`src/fsr_pkg.sv`:
```
`default_nettype none
package fsr_pkg;
  localparam logic [3:0] ADDR_RSVD_A = 4'h0;
  localparam logic [3:0] ADDR_HOST_CTRL = 4'h2;
  localparam logic [3:0] ADDR_RUN_RATE = 4'h4;
  localparam logic [3:0] ADDR_HOLD_RATE = 4'h6;
  localparam logic [3:0] ADDR_RSVD_B = 4'h8;
  localparam logic [3:0] ADDR_DRV_CFG = 4'hA;
  localparam logic [3:0] ADDR_STEP_RES = 4'hC;
  localparam logic [3:0] ADDR_FRAME_SEL = 4'hE;
  localparam int BIT_ALARM_LAMP_SUPPRESS = 15;
  localparam int BIT_POWER_LAMP_SUPPRESS = 14;
  localparam int BIT_COMMAND_FILTER_ON = 9;
  localparam int BIT_SMOOTH_DRIVE_ON = 8;
  localparam int BIT_COMM_ERROR_CLEAR = 3;
  localparam int BIT_ALARM_CLEAR_REQUEST = 2;
  localparam int BIT_EXCITE = 1;
  localparam logic [15:0] HOST_CTRL_MASK = 16'hC30E;
  localparam logic [15:0] HOST_CTRL_RESET = 16'h0100;
  localparam logic [15:0] RUN_RATE_MIN = 16'h0001;
  localparam logic [15:0] RUN_RATE_MAX = 16'h03E8;
  localparam logic [15:0] RUN_RATE_RESET = 16'h03E8;
  localparam logic [15:0] HOLD_RATE_MIN = 16'h0001;
  localparam logic [15:0] HOLD_RATE_MAX = 16'h01F4;
  localparam logic [15:0] HOLD_RATE_RESET = 16'h01F4;
  localparam logic [15:0] RATE_SCALE = 16'h03E8;
  localparam logic [15:0] DRV_CFG_MASK = 16'h7E48;
  localparam logic [15:0] DRV_CFG_FIXED = 16'h4000;
  localparam logic [15:0] DRV_CFG_RESET = 16'h7800;
  localparam logic [15:0] STEP_RES_MIN = 16'h0004;
  localparam logic [15:0] STEP_RES_MAX = 16'h09C4;
  localparam logic [15:0] STEP_RES_RESET = 16'h000A;
  localparam logic [15:0] FRAME_SEL_MIN = 16'hFA05;
  localparam logic [15:0] FRAME_SEL_MAX = 16'hFF00;
  localparam logic [15:0] FRAME_SEL_RESET = 16'hFF00;
  localparam logic [15:0] RSVD_READ_VALUE = 16'h0000;
  localparam logic [15:0] RATED_MA_BASE = 16'h015E;
  localparam logic [15:0] RATED_MA_STEP = 16'h0032;
  typedef enum logic {ST_SETTING, ST_OPERATION} drv_state_e;
endpackage
`default_nettype wire

```
`src/fsr_commit_if.sv`:
```
`default_nettype none
interface fsr_commit_if;
  logic [15:0] cfg;
  logic [15:0] res;
  logic [15:0] frame;
  logic ok;
  modport checker_side(input cfg, input res, input frame, output ok);
  modport bank_side(output cfg, output res, output frame, input ok);
endinterface
`default_nettype wire

```
`src/fsr_commit_check.sv`:
```
`default_nettype none
module fsr_commit_check
  import fsr_pkg::*;
(
  fsr_commit_if.checker_side chk
);
  // Resolution must be one of the listed divisions or a multiple of 4 inside its range; the frame code stays inside its band.
  function automatic logic res_legal(input logic [15:0] r);
    unique case (r)
      16'h0004, 16'h0008, 16'h000A, 16'h0010, 16'h0014, 16'h0019, 16'h0020, 16'h0028,
      16'h0032, 16'h0040, 16'h0050, 16'h0064, 16'h0080, 16'h00C8, 16'h00FA: res_legal = 1'b1;
      default: res_legal = (r >= STEP_RES_MIN) && (r <= STEP_RES_MAX) && (r[1:0] == 2'b00);
    endcase
  endfunction
  always_comb begin
    chk.ok = res_legal(chk.res) && (chk.frame >= FRAME_SEL_MIN) && (chk.frame <= FRAME_SEL_MAX)
             && ((chk.cfg & ~DRV_CFG_MASK) == 16'h0000) && chk.cfg[14];
  end
endmodule
`default_nettype wire

```
`src/stepper_function_setting_regs.sv`:
```
`default_nettype none
module stepper_function_setting_regs
  import fsr_pkg::*;
#(
  parameter int ERR_CNT_W = 8
) (
  input wire logic sys_clk,
  input wire logic arst_n,
  input wire logic wr_en,
  input wire logic rd_en,
  input wire logic [3:0] addr,
  input wire logic [15:0] wr_data,
  input wire logic commit_settings_command,
  input wire logic comm_error_event,
  output logic [15:0] rd_data,
  output logic setting_state,
  output logic alarm_lamp_suppress,
  output logic power_lamp_suppress,
  output logic command_filter_on,
  output logic smooth_drive_on,
  output logic excite_on,
  output logic comm_error_flag,
  output logic [ERR_CNT_W-1:0] comm_error_count,
  output logic comm_error_clear_pulse,
  output logic alarm_clear_pulse,
  output logic cmd_disable_error,
  output logic cmd_disable_alarm,
  output logic [15:0] running_current_rate,
  output logic [15:0] holding_current_rate,
  output logic [15:0] active_driver_config,
  output logic [15:0] active_step_resolution,
  output logic [15:0] active_frame_size,
  output logic [15:0] rated_current_ma,
  output logic [15:0] running_current_ma
);
  typedef struct packed {
    drv_state_e st;
    logic [15:0] host_ctrl;
    logic [15:0] run_rate;
    logic [15:0] hold_rate;
    logic [15:0] cfg_pend;
    logic [15:0] res_pend;
    logic [15:0] frame_pend;
    logic [15:0] cfg_act;
    logic [15:0] res_act;
    logic [15:0] frame_act;
    logic err_flag;
    logic [ERR_CNT_W-1:0] err_cnt;
    logic clr_pulse;
    logic alm_pulse;
    logic cmd_err;
    logic [15:0] rd_data;
    logic [15:0] rated_ma;
    logic [15:0] run_ma;
  } state_s;

  state_s state_reg, state_next;
  fsr_commit_if cif ();
  fsr_commit_check u_check (.chk(cif.checker_side));

  assign cif.cfg = state_reg.cfg_pend;
  assign cif.res = state_reg.res_pend;
  assign cif.frame = state_reg.frame_pend;

  function automatic logic in_range(input logic [15:0] v, input logic [15:0] lo, input logic [15:0] hi);
    in_range = (v >= lo) && (v <= hi);
  endfunction

  // Rated current grows in fixed steps from the largest frame code downward.
  function automatic logic [15:0] rated_of(input logic [15:0] frame);
    logic [15:0] idx;
    logic [31:0] prod;
    idx = FRAME_SEL_MAX - frame;
    prod = 32'(idx) * 32'(RATED_MA_STEP);
    rated_of = RATED_MA_BASE + prod[15:0];
  endfunction

  logic wr_host, wr_run, wr_hold, wr_defer, bad_imm;
  logic [31:0] run_prod;
  always_comb begin
    wr_host = wr_en && (addr == ADDR_HOST_CTRL);
    wr_run = wr_en && (addr == ADDR_RUN_RATE);
    wr_hold = wr_en && (addr == ADDR_HOLD_RATE);
    wr_defer = wr_en && (state_reg.st == ST_SETTING);
    bad_imm = (wr_run && !in_range(wr_data, RUN_RATE_MIN, RUN_RATE_MAX)) ||
              (wr_hold && !in_range(wr_data, HOLD_RATE_MIN, HOLD_RATE_MAX));
    run_prod = 32'(state_reg.rated_ma) * 32'(state_reg.run_rate) / 32'(RATE_SCALE);
  end

  always_comb begin
    state_next = state_reg;
    state_next.clr_pulse = 1'b0;
    state_next.alm_pulse = 1'b0;
    if (wr_host) begin
      state_next.host_ctrl = wr_data & HOST_CTRL_MASK;
      state_next.clr_pulse = wr_data[BIT_COMM_ERROR_CLEAR] && !state_reg.host_ctrl[BIT_COMM_ERROR_CLEAR];
      state_next.alm_pulse = wr_data[BIT_ALARM_CLEAR_REQUEST] && !state_reg.host_ctrl[BIT_ALARM_CLEAR_REQUEST];
    end
    if (wr_run && !bad_imm) begin
      state_next.run_rate = wr_data;
    end
    if (wr_hold && !bad_imm) begin
      state_next.hold_rate = wr_data;
    end
    if (wr_defer) begin
      unique case (addr)
        ADDR_DRV_CFG: state_next.cfg_pend = wr_data;
        ADDR_STEP_RES: state_next.res_pend = wr_data;
        ADDR_FRAME_SEL: state_next.frame_pend = wr_data;
        default: ;
      endcase
    end
    // Alarm reset clears the command error; commit is taken in setting state only.
    if (state_next.alm_pulse) begin
      state_next.cmd_err = 1'b0;
    end
    if (commit_settings_command && state_reg.st == ST_SETTING) begin
      if (cif.ok) begin
        state_next.st = ST_OPERATION;
        state_next.cfg_act = state_reg.cfg_pend;
        state_next.res_act = state_reg.res_pend;
        state_next.frame_act = state_reg.frame_pend;
      end else begin
        state_next.cmd_err = 1'b1;
        state_next.cfg_pend = state_reg.cfg_act;
        state_next.res_pend = state_reg.res_act;
        state_next.frame_pend = state_reg.frame_act;
      end
    end
    // A new error wins over a clear in the same cycle.
    if (state_next.clr_pulse) begin
      state_next.err_flag = 1'b0;
      state_next.err_cnt = '0;
    end
    // The count saturates, so a burst of link errors cannot wrap it back to a clean zero.
    if (bad_imm || comm_error_event) begin
      state_next.err_flag = 1'b1;
      if (state_next.err_cnt != '1) begin
        state_next.err_cnt = state_next.err_cnt + 1'b1;
      end
    end
    // Reserved slots and reserved host control bits read as zero.
    state_next.rd_data = RSVD_READ_VALUE;
    if (rd_en) begin
      unique case (addr)
        ADDR_HOST_CTRL: state_next.rd_data = state_reg.host_ctrl;
        ADDR_RUN_RATE: state_next.rd_data = state_reg.run_rate;
        ADDR_HOLD_RATE: state_next.rd_data = state_reg.hold_rate;
        ADDR_DRV_CFG: state_next.rd_data = state_reg.cfg_pend;
        ADDR_STEP_RES: state_next.rd_data = state_reg.res_pend;
        ADDR_FRAME_SEL: state_next.rd_data = state_reg.frame_pend;
        default: ;
      endcase
    end
    state_next.rated_ma = rated_of(state_reg.frame_act);
    state_next.run_ma = run_prod[15:0];
  end

  always_ff @(posedge sys_clk or negedge arst_n) begin
    if (!arst_n) begin
      state_reg <= '{st: ST_SETTING, host_ctrl: HOST_CTRL_RESET, run_rate: RUN_RATE_RESET,
                     hold_rate: HOLD_RATE_RESET, cfg_pend: DRV_CFG_RESET, res_pend: STEP_RES_RESET,
                     frame_pend: FRAME_SEL_RESET, cfg_act: DRV_CFG_RESET, res_act: STEP_RES_RESET,
                     frame_act: FRAME_SEL_RESET, err_flag: 1'b0, err_cnt: '0, clr_pulse: 1'b0,
                     alm_pulse: 1'b0, cmd_err: 1'b0, rd_data: 16'h0000, rated_ma: RATED_MA_BASE,
                     run_ma: RATED_MA_BASE};
    end else begin
      state_reg <= state_next;
    end
  end

  assign rd_data = state_reg.rd_data;
  assign setting_state = (state_reg.st == ST_SETTING);
  assign alarm_lamp_suppress = state_reg.host_ctrl[BIT_ALARM_LAMP_SUPPRESS];
  assign power_lamp_suppress = state_reg.host_ctrl[BIT_POWER_LAMP_SUPPRESS];
  assign command_filter_on = state_reg.host_ctrl[BIT_COMMAND_FILTER_ON];
  assign smooth_drive_on = state_reg.host_ctrl[BIT_SMOOTH_DRIVE_ON];
  assign excite_on = state_reg.host_ctrl[BIT_EXCITE];
  assign comm_error_flag = state_reg.err_flag;
  assign comm_error_count = state_reg.err_cnt;
  assign comm_error_clear_pulse = state_reg.clr_pulse;
  assign alarm_clear_pulse = state_reg.alm_pulse;
  assign cmd_disable_error = state_reg.cmd_err;
  assign cmd_disable_alarm = state_reg.cmd_err;
  assign running_current_rate = state_reg.run_rate;
  assign holding_current_rate = state_reg.hold_rate;
  assign active_driver_config = state_reg.cfg_act;
  assign active_step_resolution = state_reg.res_act;
  assign active_frame_size = state_reg.frame_act;
  assign rated_current_ma = state_reg.rated_ma;
  assign running_current_ma = state_reg.run_ma;
endmodule
`default_nettype wire

```
`config.mk`:
```
export PLATFORM = sky130hd
export DESIGN_NAME = stepper_function_setting_regs
export DESIGN_NICKNAME = d
export VERILOG_FILES = /design/src/fsr_pkg.sv /design/src/fsr_commit_if.sv /design/src/fsr_commit_check.sv /design/src/stepper_function_setting_regs.sv
export SDC_FILE = /design/constraint.sdc
export NUM_CORES = 1
export LEC_CHECK = 0
export BUFFER_PORTS_ARGS = -buffer_cell sky130_fd_sc_hd__buf_2
export CORE_MARGIN = 2
export CORE_UTILIZATION = 67
export DETAILED_ROUTE_END_ITERATION = 10
export HOLD_SLACK_MARGIN = 0.05
export PLACE_DENSITY_LB_ADDON = 0.25
export SYNTH_ARGS = -nofsm -noshare
export SYNTH_HDL_FRONTEND = slang
export SYNTH_SLANG_ARGS = --single-unit
```
`constraint.sdc`:
```
create_clock -name sys_clk -period 54 [get_ports sys_clk]
set_input_delay 10.8 -clock sys_clk [delete_from_list [all_inputs] [get_ports sys_clk]]
set_output_delay 10.8 -clock sys_clk [all_outputs]
set_load 0.02 [all_outputs]
```
; ---- Yosys cells after proc, flatten, opt, wreduce, memory -nomap -nowiden
; Cells that the tools add are included.
[op_classes]
bitwise_logic = 1
n_mux = 17
addsub = 3
shifts = 0
eq_ne = 22
multipliers = 2
n_reduce_logical = 31
n_div = 1
n_lt_le_gt_ge = 7
[op_table]
columns = op, count
row1 = 48-bit two-way mux, 3
row2 = 96-bit two-way mux, 1
row3 = 16-bit one-hot mux with 6 select lines, 1
row4 = 16-bit two-way mux, 4
row5 = "16-bit by 5-bit == test with 1-bit output, second input constant", 3
row6 = "16-bit by 6-bit == test with 1-bit output, second input constant", 3
row7 = "16-bit by 7-bit == test with 1-bit output, second input constant", 3
row8 = "16-bit by 8-bit == test with 1-bit output, second input constant", 3
row9 = "32-bit by 10-bit divider with 32-bit output, second input constant", 1
row10 = "16-bit by 4-bit == test with 1-bit output, second input constant", 2
row11 = 16-bit by 16-bit multiplier with 32-bit output, 1
row12 = 1-bit logical AND, 19
row13 = 9-bit two-way mux, 2
row14 = "9-bit by 16-bit adder with 16-bit output, first input constant", 1
row15 = "16-bit by 3-bit == test with 1-bit output, second input constant", 1
row16 = "16-bit by 1-bit >= comparator with 1-bit output, second input constant", 1
row17 = "16-bit >= comparator, second input constant", 1
row18 = "16-bit by 3-bit >= comparator with 1-bit output, second input constant", 1
row19 = "16-bit by 10-bit <= comparator with 1-bit output, second input constant", 1
row20 = "16-bit by 12-bit <= comparator with 1-bit output, second input constant", 1
row21 = "16-bit <= comparator, second input constant", 1
row22 = "16-bit by 9-bit <= comparator with 1-bit output, second input constant", 1
row23 = 16-bit logical NOT, 1
row24 = "16-bit by 5-bit multiplier with 15-bit output, second input constant", 1
row25 = 16 further kinds, 27
[word_totals]
elab_cells = 102
memories = 0
out_inout_bits = 147
latch_bits = 0
inputBits = 26
ff_bits = 196
rom_bits = 0
ram_bits = 0

; ---- Depth between registers and ports, before layout
[logic_depth]
word_depth = 10
ltp_mapped = 92
ltp_nobuf = 77

; ---- Modules after synthesis
; A second synthesis with hierarchy kept.
[hier_totals]
hier_cells = 2965
hier_area_um2 = 25774.7
[by_module_without_submodules]
columns = mod, n_inst, cells_each, area_each_um2, seq_area_each_um2
row1 = stepper_function_setting_regs, 1, 2924, 25495.7, 4946.0
row2 = fsr_commit_check, 1, 41, 279.0, 0.0

; ---- Worst setup path after synthesis
; OpenSTA, ideal clock, no wires.
[synth_timing]
path_kind = register -> register
startpoint = register state_reg, in the netlist running_current_rate[3]
endpoint = register state_reg, in the netlist running_current_ma[0]
period_less_slack_ns = 20.510
t_arrival_ns = 20.386
t_required_ns = 53.876
stages_incl_launch_ff = 79
n_path_buf = 5
slack_ns = 33.490
setup_ns = 0.124
path_cell_list = dfstp_2 clkbuf_1 nand2_1 fa_1 inv_1 fa_1 inv_1 fa_1 inv_1 fa_1 fa_1 inv_1 fa_1 inv_1 ha_1 clkbuf_1 nand2_1 or4b_4 [... 43 more ...] o2111ai_1 o311ai_4 a31oi_4 inv_2 buf_6 mux2i_1 xnor2_1 or3_1 a211oi_2 a31oi_1 inv_2 a2111oi_4 or2_1 o2111a_1 a2111oi_0 a221oi_1 a211oi_1 nor2_1
[synth_between]
elab_chain_len = 2
[synth_lines]
columns = element, line_no
row1 = from (decl), stepper_function_setting_regs.sv:57  ; state_s state_reg, state_next;
row2 = from (signal assigned), stepper_function_setting_regs.sv:161  ; state_reg <= '{st: ST_SETTING, host_ctrl: HOST_CTRL_RESET, run_rate: RUN_RATE_RESET,
row3 = from (signal assigned), stepper_function_setting_regs.sv:168  ; state_reg <= state_next;
row4 = 16-bit by 16-bit multiplier with 32-bit output, stepper_function_setting_regs.sv:87  ; run_prod = 32'(state_reg.rated_ma) * 32'(state_reg.run_rate) / 32'(RATE_SCALE);
row5 = 32-bit by 10-bit divider with 32-bit output, stepper_function_setting_regs.sv:87
row6 = via run_prod[0], stepper_function_setting_regs.sv:79  ; logic [31:0] run_prod;
; The timed path passes the listed nets, and every way through them passes these cells.
; A chain may end at the register's enable or synchronous reset.

; ---- Worst setup path in the final report
[layout_timing]
startpoint = register state_reg, in the netlist rated_current_ma[10]
endpoint = register state_reg, in the netlist running_current_ma[0]
; The elaborated chain is that of the path after synthesis.

==> metrics.yaml <==
synth:
  syn_inst: 3032
  seq_area_frac_synth_pct: 19.1
  synth_area_leader_cell: "fa_1"
  async_reset_ff_share_pct: 100
  avgSynthCellArea_um2: 8.54
  ys_top_cells_by_area: "fa_1 15%, dfrtp_1 14%, ha_1 6.7%"
  synth-seq-cells: 195
  synth_top_cell_area_share_pct: 14.6
  synth_ff_type: "dfrtp_1"
  synth_area_um2: 25900
  synth_cell_types: 130
  synth_edf_count: 0
  synth_nets: 3385
  yosysWarnings: 0
floorplan:
  dieArea_um2: 40200
  io_pins: 173
  row_count: 71
  die_w_um: 201
  core_um2: 37800
  floorplan.initialDensity_pct: 68.4
  die-height_um: 201
final_layout:
  drive_gt1_share_pct: 14.6
  finalNetCount: 3322
  diodes: 0
  area_delta_synth_final_pct: 2.93
critical_path:
  critPathSlowestCell: "o31ai_1"
  worstPathMaxFanout: 17
  end_kind: "flip-flop"
  path_common_cell: "fa_1"
  max_stage_delay_ns: 1.00
  worstSetupPathType: "reg2reg"
  arrival_ns: 25.48
  critPathRequiredTime_ns: 54.34
  crit_buf_inv: 8
  start_kind: "flip-flop"
  crit_family: "compound AO/OA/AOI/OAI gates"
grt:
  grt_first_pass_wirelength_mm: 118
  grt_pass1_vias: 22509
  grt_max_degree: 116
  overflow: 0
  antenna_found_initial: 0
  grt_util_all_layers_pct: 36.0
hold_path:
  hold_path.class: "reg2reg"
detailed_routing:
  wl_mm: 72.2
  drtPass1Iterations: 6
  drt_iter0_markers: 2057
  drcViolationCount: 0
  via_per_inst: 6.59
  wl_per_cell_um: 20.7
  drtAntennaViolNets: 0
  vias: 23002
clocking:
  htree_levels: 4
  cts_made_buffers: 17
  cts_tree: "done"
  max-clock-path-buffers: 2
  clock-sinks: 195
  cts_hold_buf: 0
  cts_root_buffer: "clkbuf_16"
  cts_resized: 0
  postCtsSetupBuffers: 0
  clock_latency_ns: 0.47
  cts.clk_slew.worst_paths_ns: 0.08
sta:
  fin_crit_ns: 25.13
  rsz0062_at_grt: "false"
  fin_skew_ns: 0.0247
  setup_viol: 0
  maxSlewViolCount: 0
  fmax_mhz: 39.8
  period_share_pct: 46.5
  worstMarginPinSlew_ns: 1.19
  finalSetupTns_ns: 0
  max-slew-margin-rel_pct: 20.2
  finalHoldViolCount: 0
placement:
  dp_hpwl_mm: 55.0
  port_buffers: 171
  gp_congestion: 0.971
run:
  cap_violations: 0
outcome:
  status: "completed"
cell usage after synthesis (all sizes together) (10+ instances only):
master,n
inv,290
xnor2,92
a211o,13
a21boi,11
a21o,24
nand4,30
xor2,46
nor2b,23
o211a,10
nor2,214
o2111ai,11
or3,16
o221ai,12
a221oi,29
o21ai,123
o21a,21
ha,138
dfstp,53
dfrtp,142
and3,24
a21oi,166
mux2,64
o31ai,13
a2111oi,11
nor4,26
o211ai,24
a211oi,29
nor3,74
mux2i,82
nand2,277
o22ai,13
clkbuf,104
a22oi,18
or2,22
a31oi,39
and2,150
nand3,75
buf,166
fa,189
cell families (layout without fill, tap and decap cells):
| kind of cell | Yosys count | after routing | share of synthesized area [%] |
|---|---|---|---|
| mux | 146 | 146 | 6.02 |
| xor+xnor | 138 | 138 | 4.82 |
| simple gates | 979 | 979 | 18.9 |
| buf+inv | 560 | 510 | 10.2 |
| flops | 195 | 195 | 19.1 |
| other cells | 1 | 1 | 0.0145 |
| fa+ha+maj | 332 | 332 | 21.5 |
| compound gates | 681 | 681 | 19.4 |
layout by cell type (no fill, tap or decap), types with 18 or more instances in the layout:
cell type,n
inv_1,286
nand2_1,276
nor2_1,212
fa_1,189
buf_2,170
a21oi_1,162
and2_1,147
dfrtp_1,142
ha_1,138
o21ai_0,102
xnor2_1,88
mux2i_1,80
nand3_1,73
nor3_1,72
mux2_2,62
dfstp_2,53
xor2_1,45
a31oi_1,33
nand4_1,30
a221oi_1,27
a211oi_1,25
a21o_1,24
and3_1,24
nor4_1,23
nor2b_1,23
o211ai_1,22
o21a_1,21
o21ai_1,18
final timing paths:
path                                                      from                                      to  slack, ns  cells past startpoint
worst max-delay path            rated_current_ma[10]$_DFF_PN0_         running_current_ma[0]$_DFF_PN0_      28.87                     74
worst min-delay path               comm_error_flag$_DFFE_PN0P_             comm_error_flag$_DFFE_PN0P_       0.48                      2
worst max register to register  rated_current_ma[10]$_DFF_PN0_         running_current_ma[0]$_DFF_PN0_      28.87                     74
worst min register to register     comm_error_flag$_DFFE_PN0P_             comm_error_flag$_DFFE_PN0P_       0.48                      2
max in group asynchronous                               arst_n    holding_current_rate[14]$_DFFE_PN0P_      41.98                      2
min in group asynchronous                               arst_n  active_step_resolution[13]$_DFFE_PN0P_      10.45                      1
worst register-to-register path, delay by kind of cell (launching register included):
kind	cells	cell delay, ns
multiplexers	3	0.82
adder cells (fa/ha/maj)	7	3.56
AND/OR/NAND/NOR	12	3.86
buffers and inverters	8	0.76
AO/OA/AOI/OAI	42	14.26
XOR/XNOR	2	0.98
flip-flops	1	0.79
area by class of cell:
type	count	area (µm²)
well taps	511	639
clock inverters	15	233
multi-input cells	2277	18300
fillers	2954	11200
repair buffers	188	992
clock buffers	17	425
flip-flops and latches	195	4950
inverters	290	1090
metrics by stage:
| step | hold slack, ns | worst slack, ns | util, % | instances | instance area [µm²] |
|---|---|---|---|---|---|
| floorplan | 0.436 | 33.49 | - | 3032 | 25900 |
| global placement | 0.457 | 30.25 | 68.7 | 3461 | 26000 |
| detailed placement | 0.469 | 29.35 | 68.7 | 3461 | 26000 |
| CTS | 0.489 | 29.30 | 70.4 | 3493 | 26600 |
| global route | 0.521 | 26.91 | 70.4 | 3493 | 26600 |
| finish | 0.485 | 28.87 | 70.4 | 3493 | 26600 |
metal layers:
layer  wire [µm]  up-vias  GRT usage (%)
met4        2830        0           14.2
met2       34300     1242           59.7
met5           0        -              0
li1            -    10339              -
met3        6410      224           6.56
met1       28700    11197           47.0
Power is left out: the tool's default activity adds up to more than one toggle a clock period on the data nets, which glitch-free logic cannot reach.
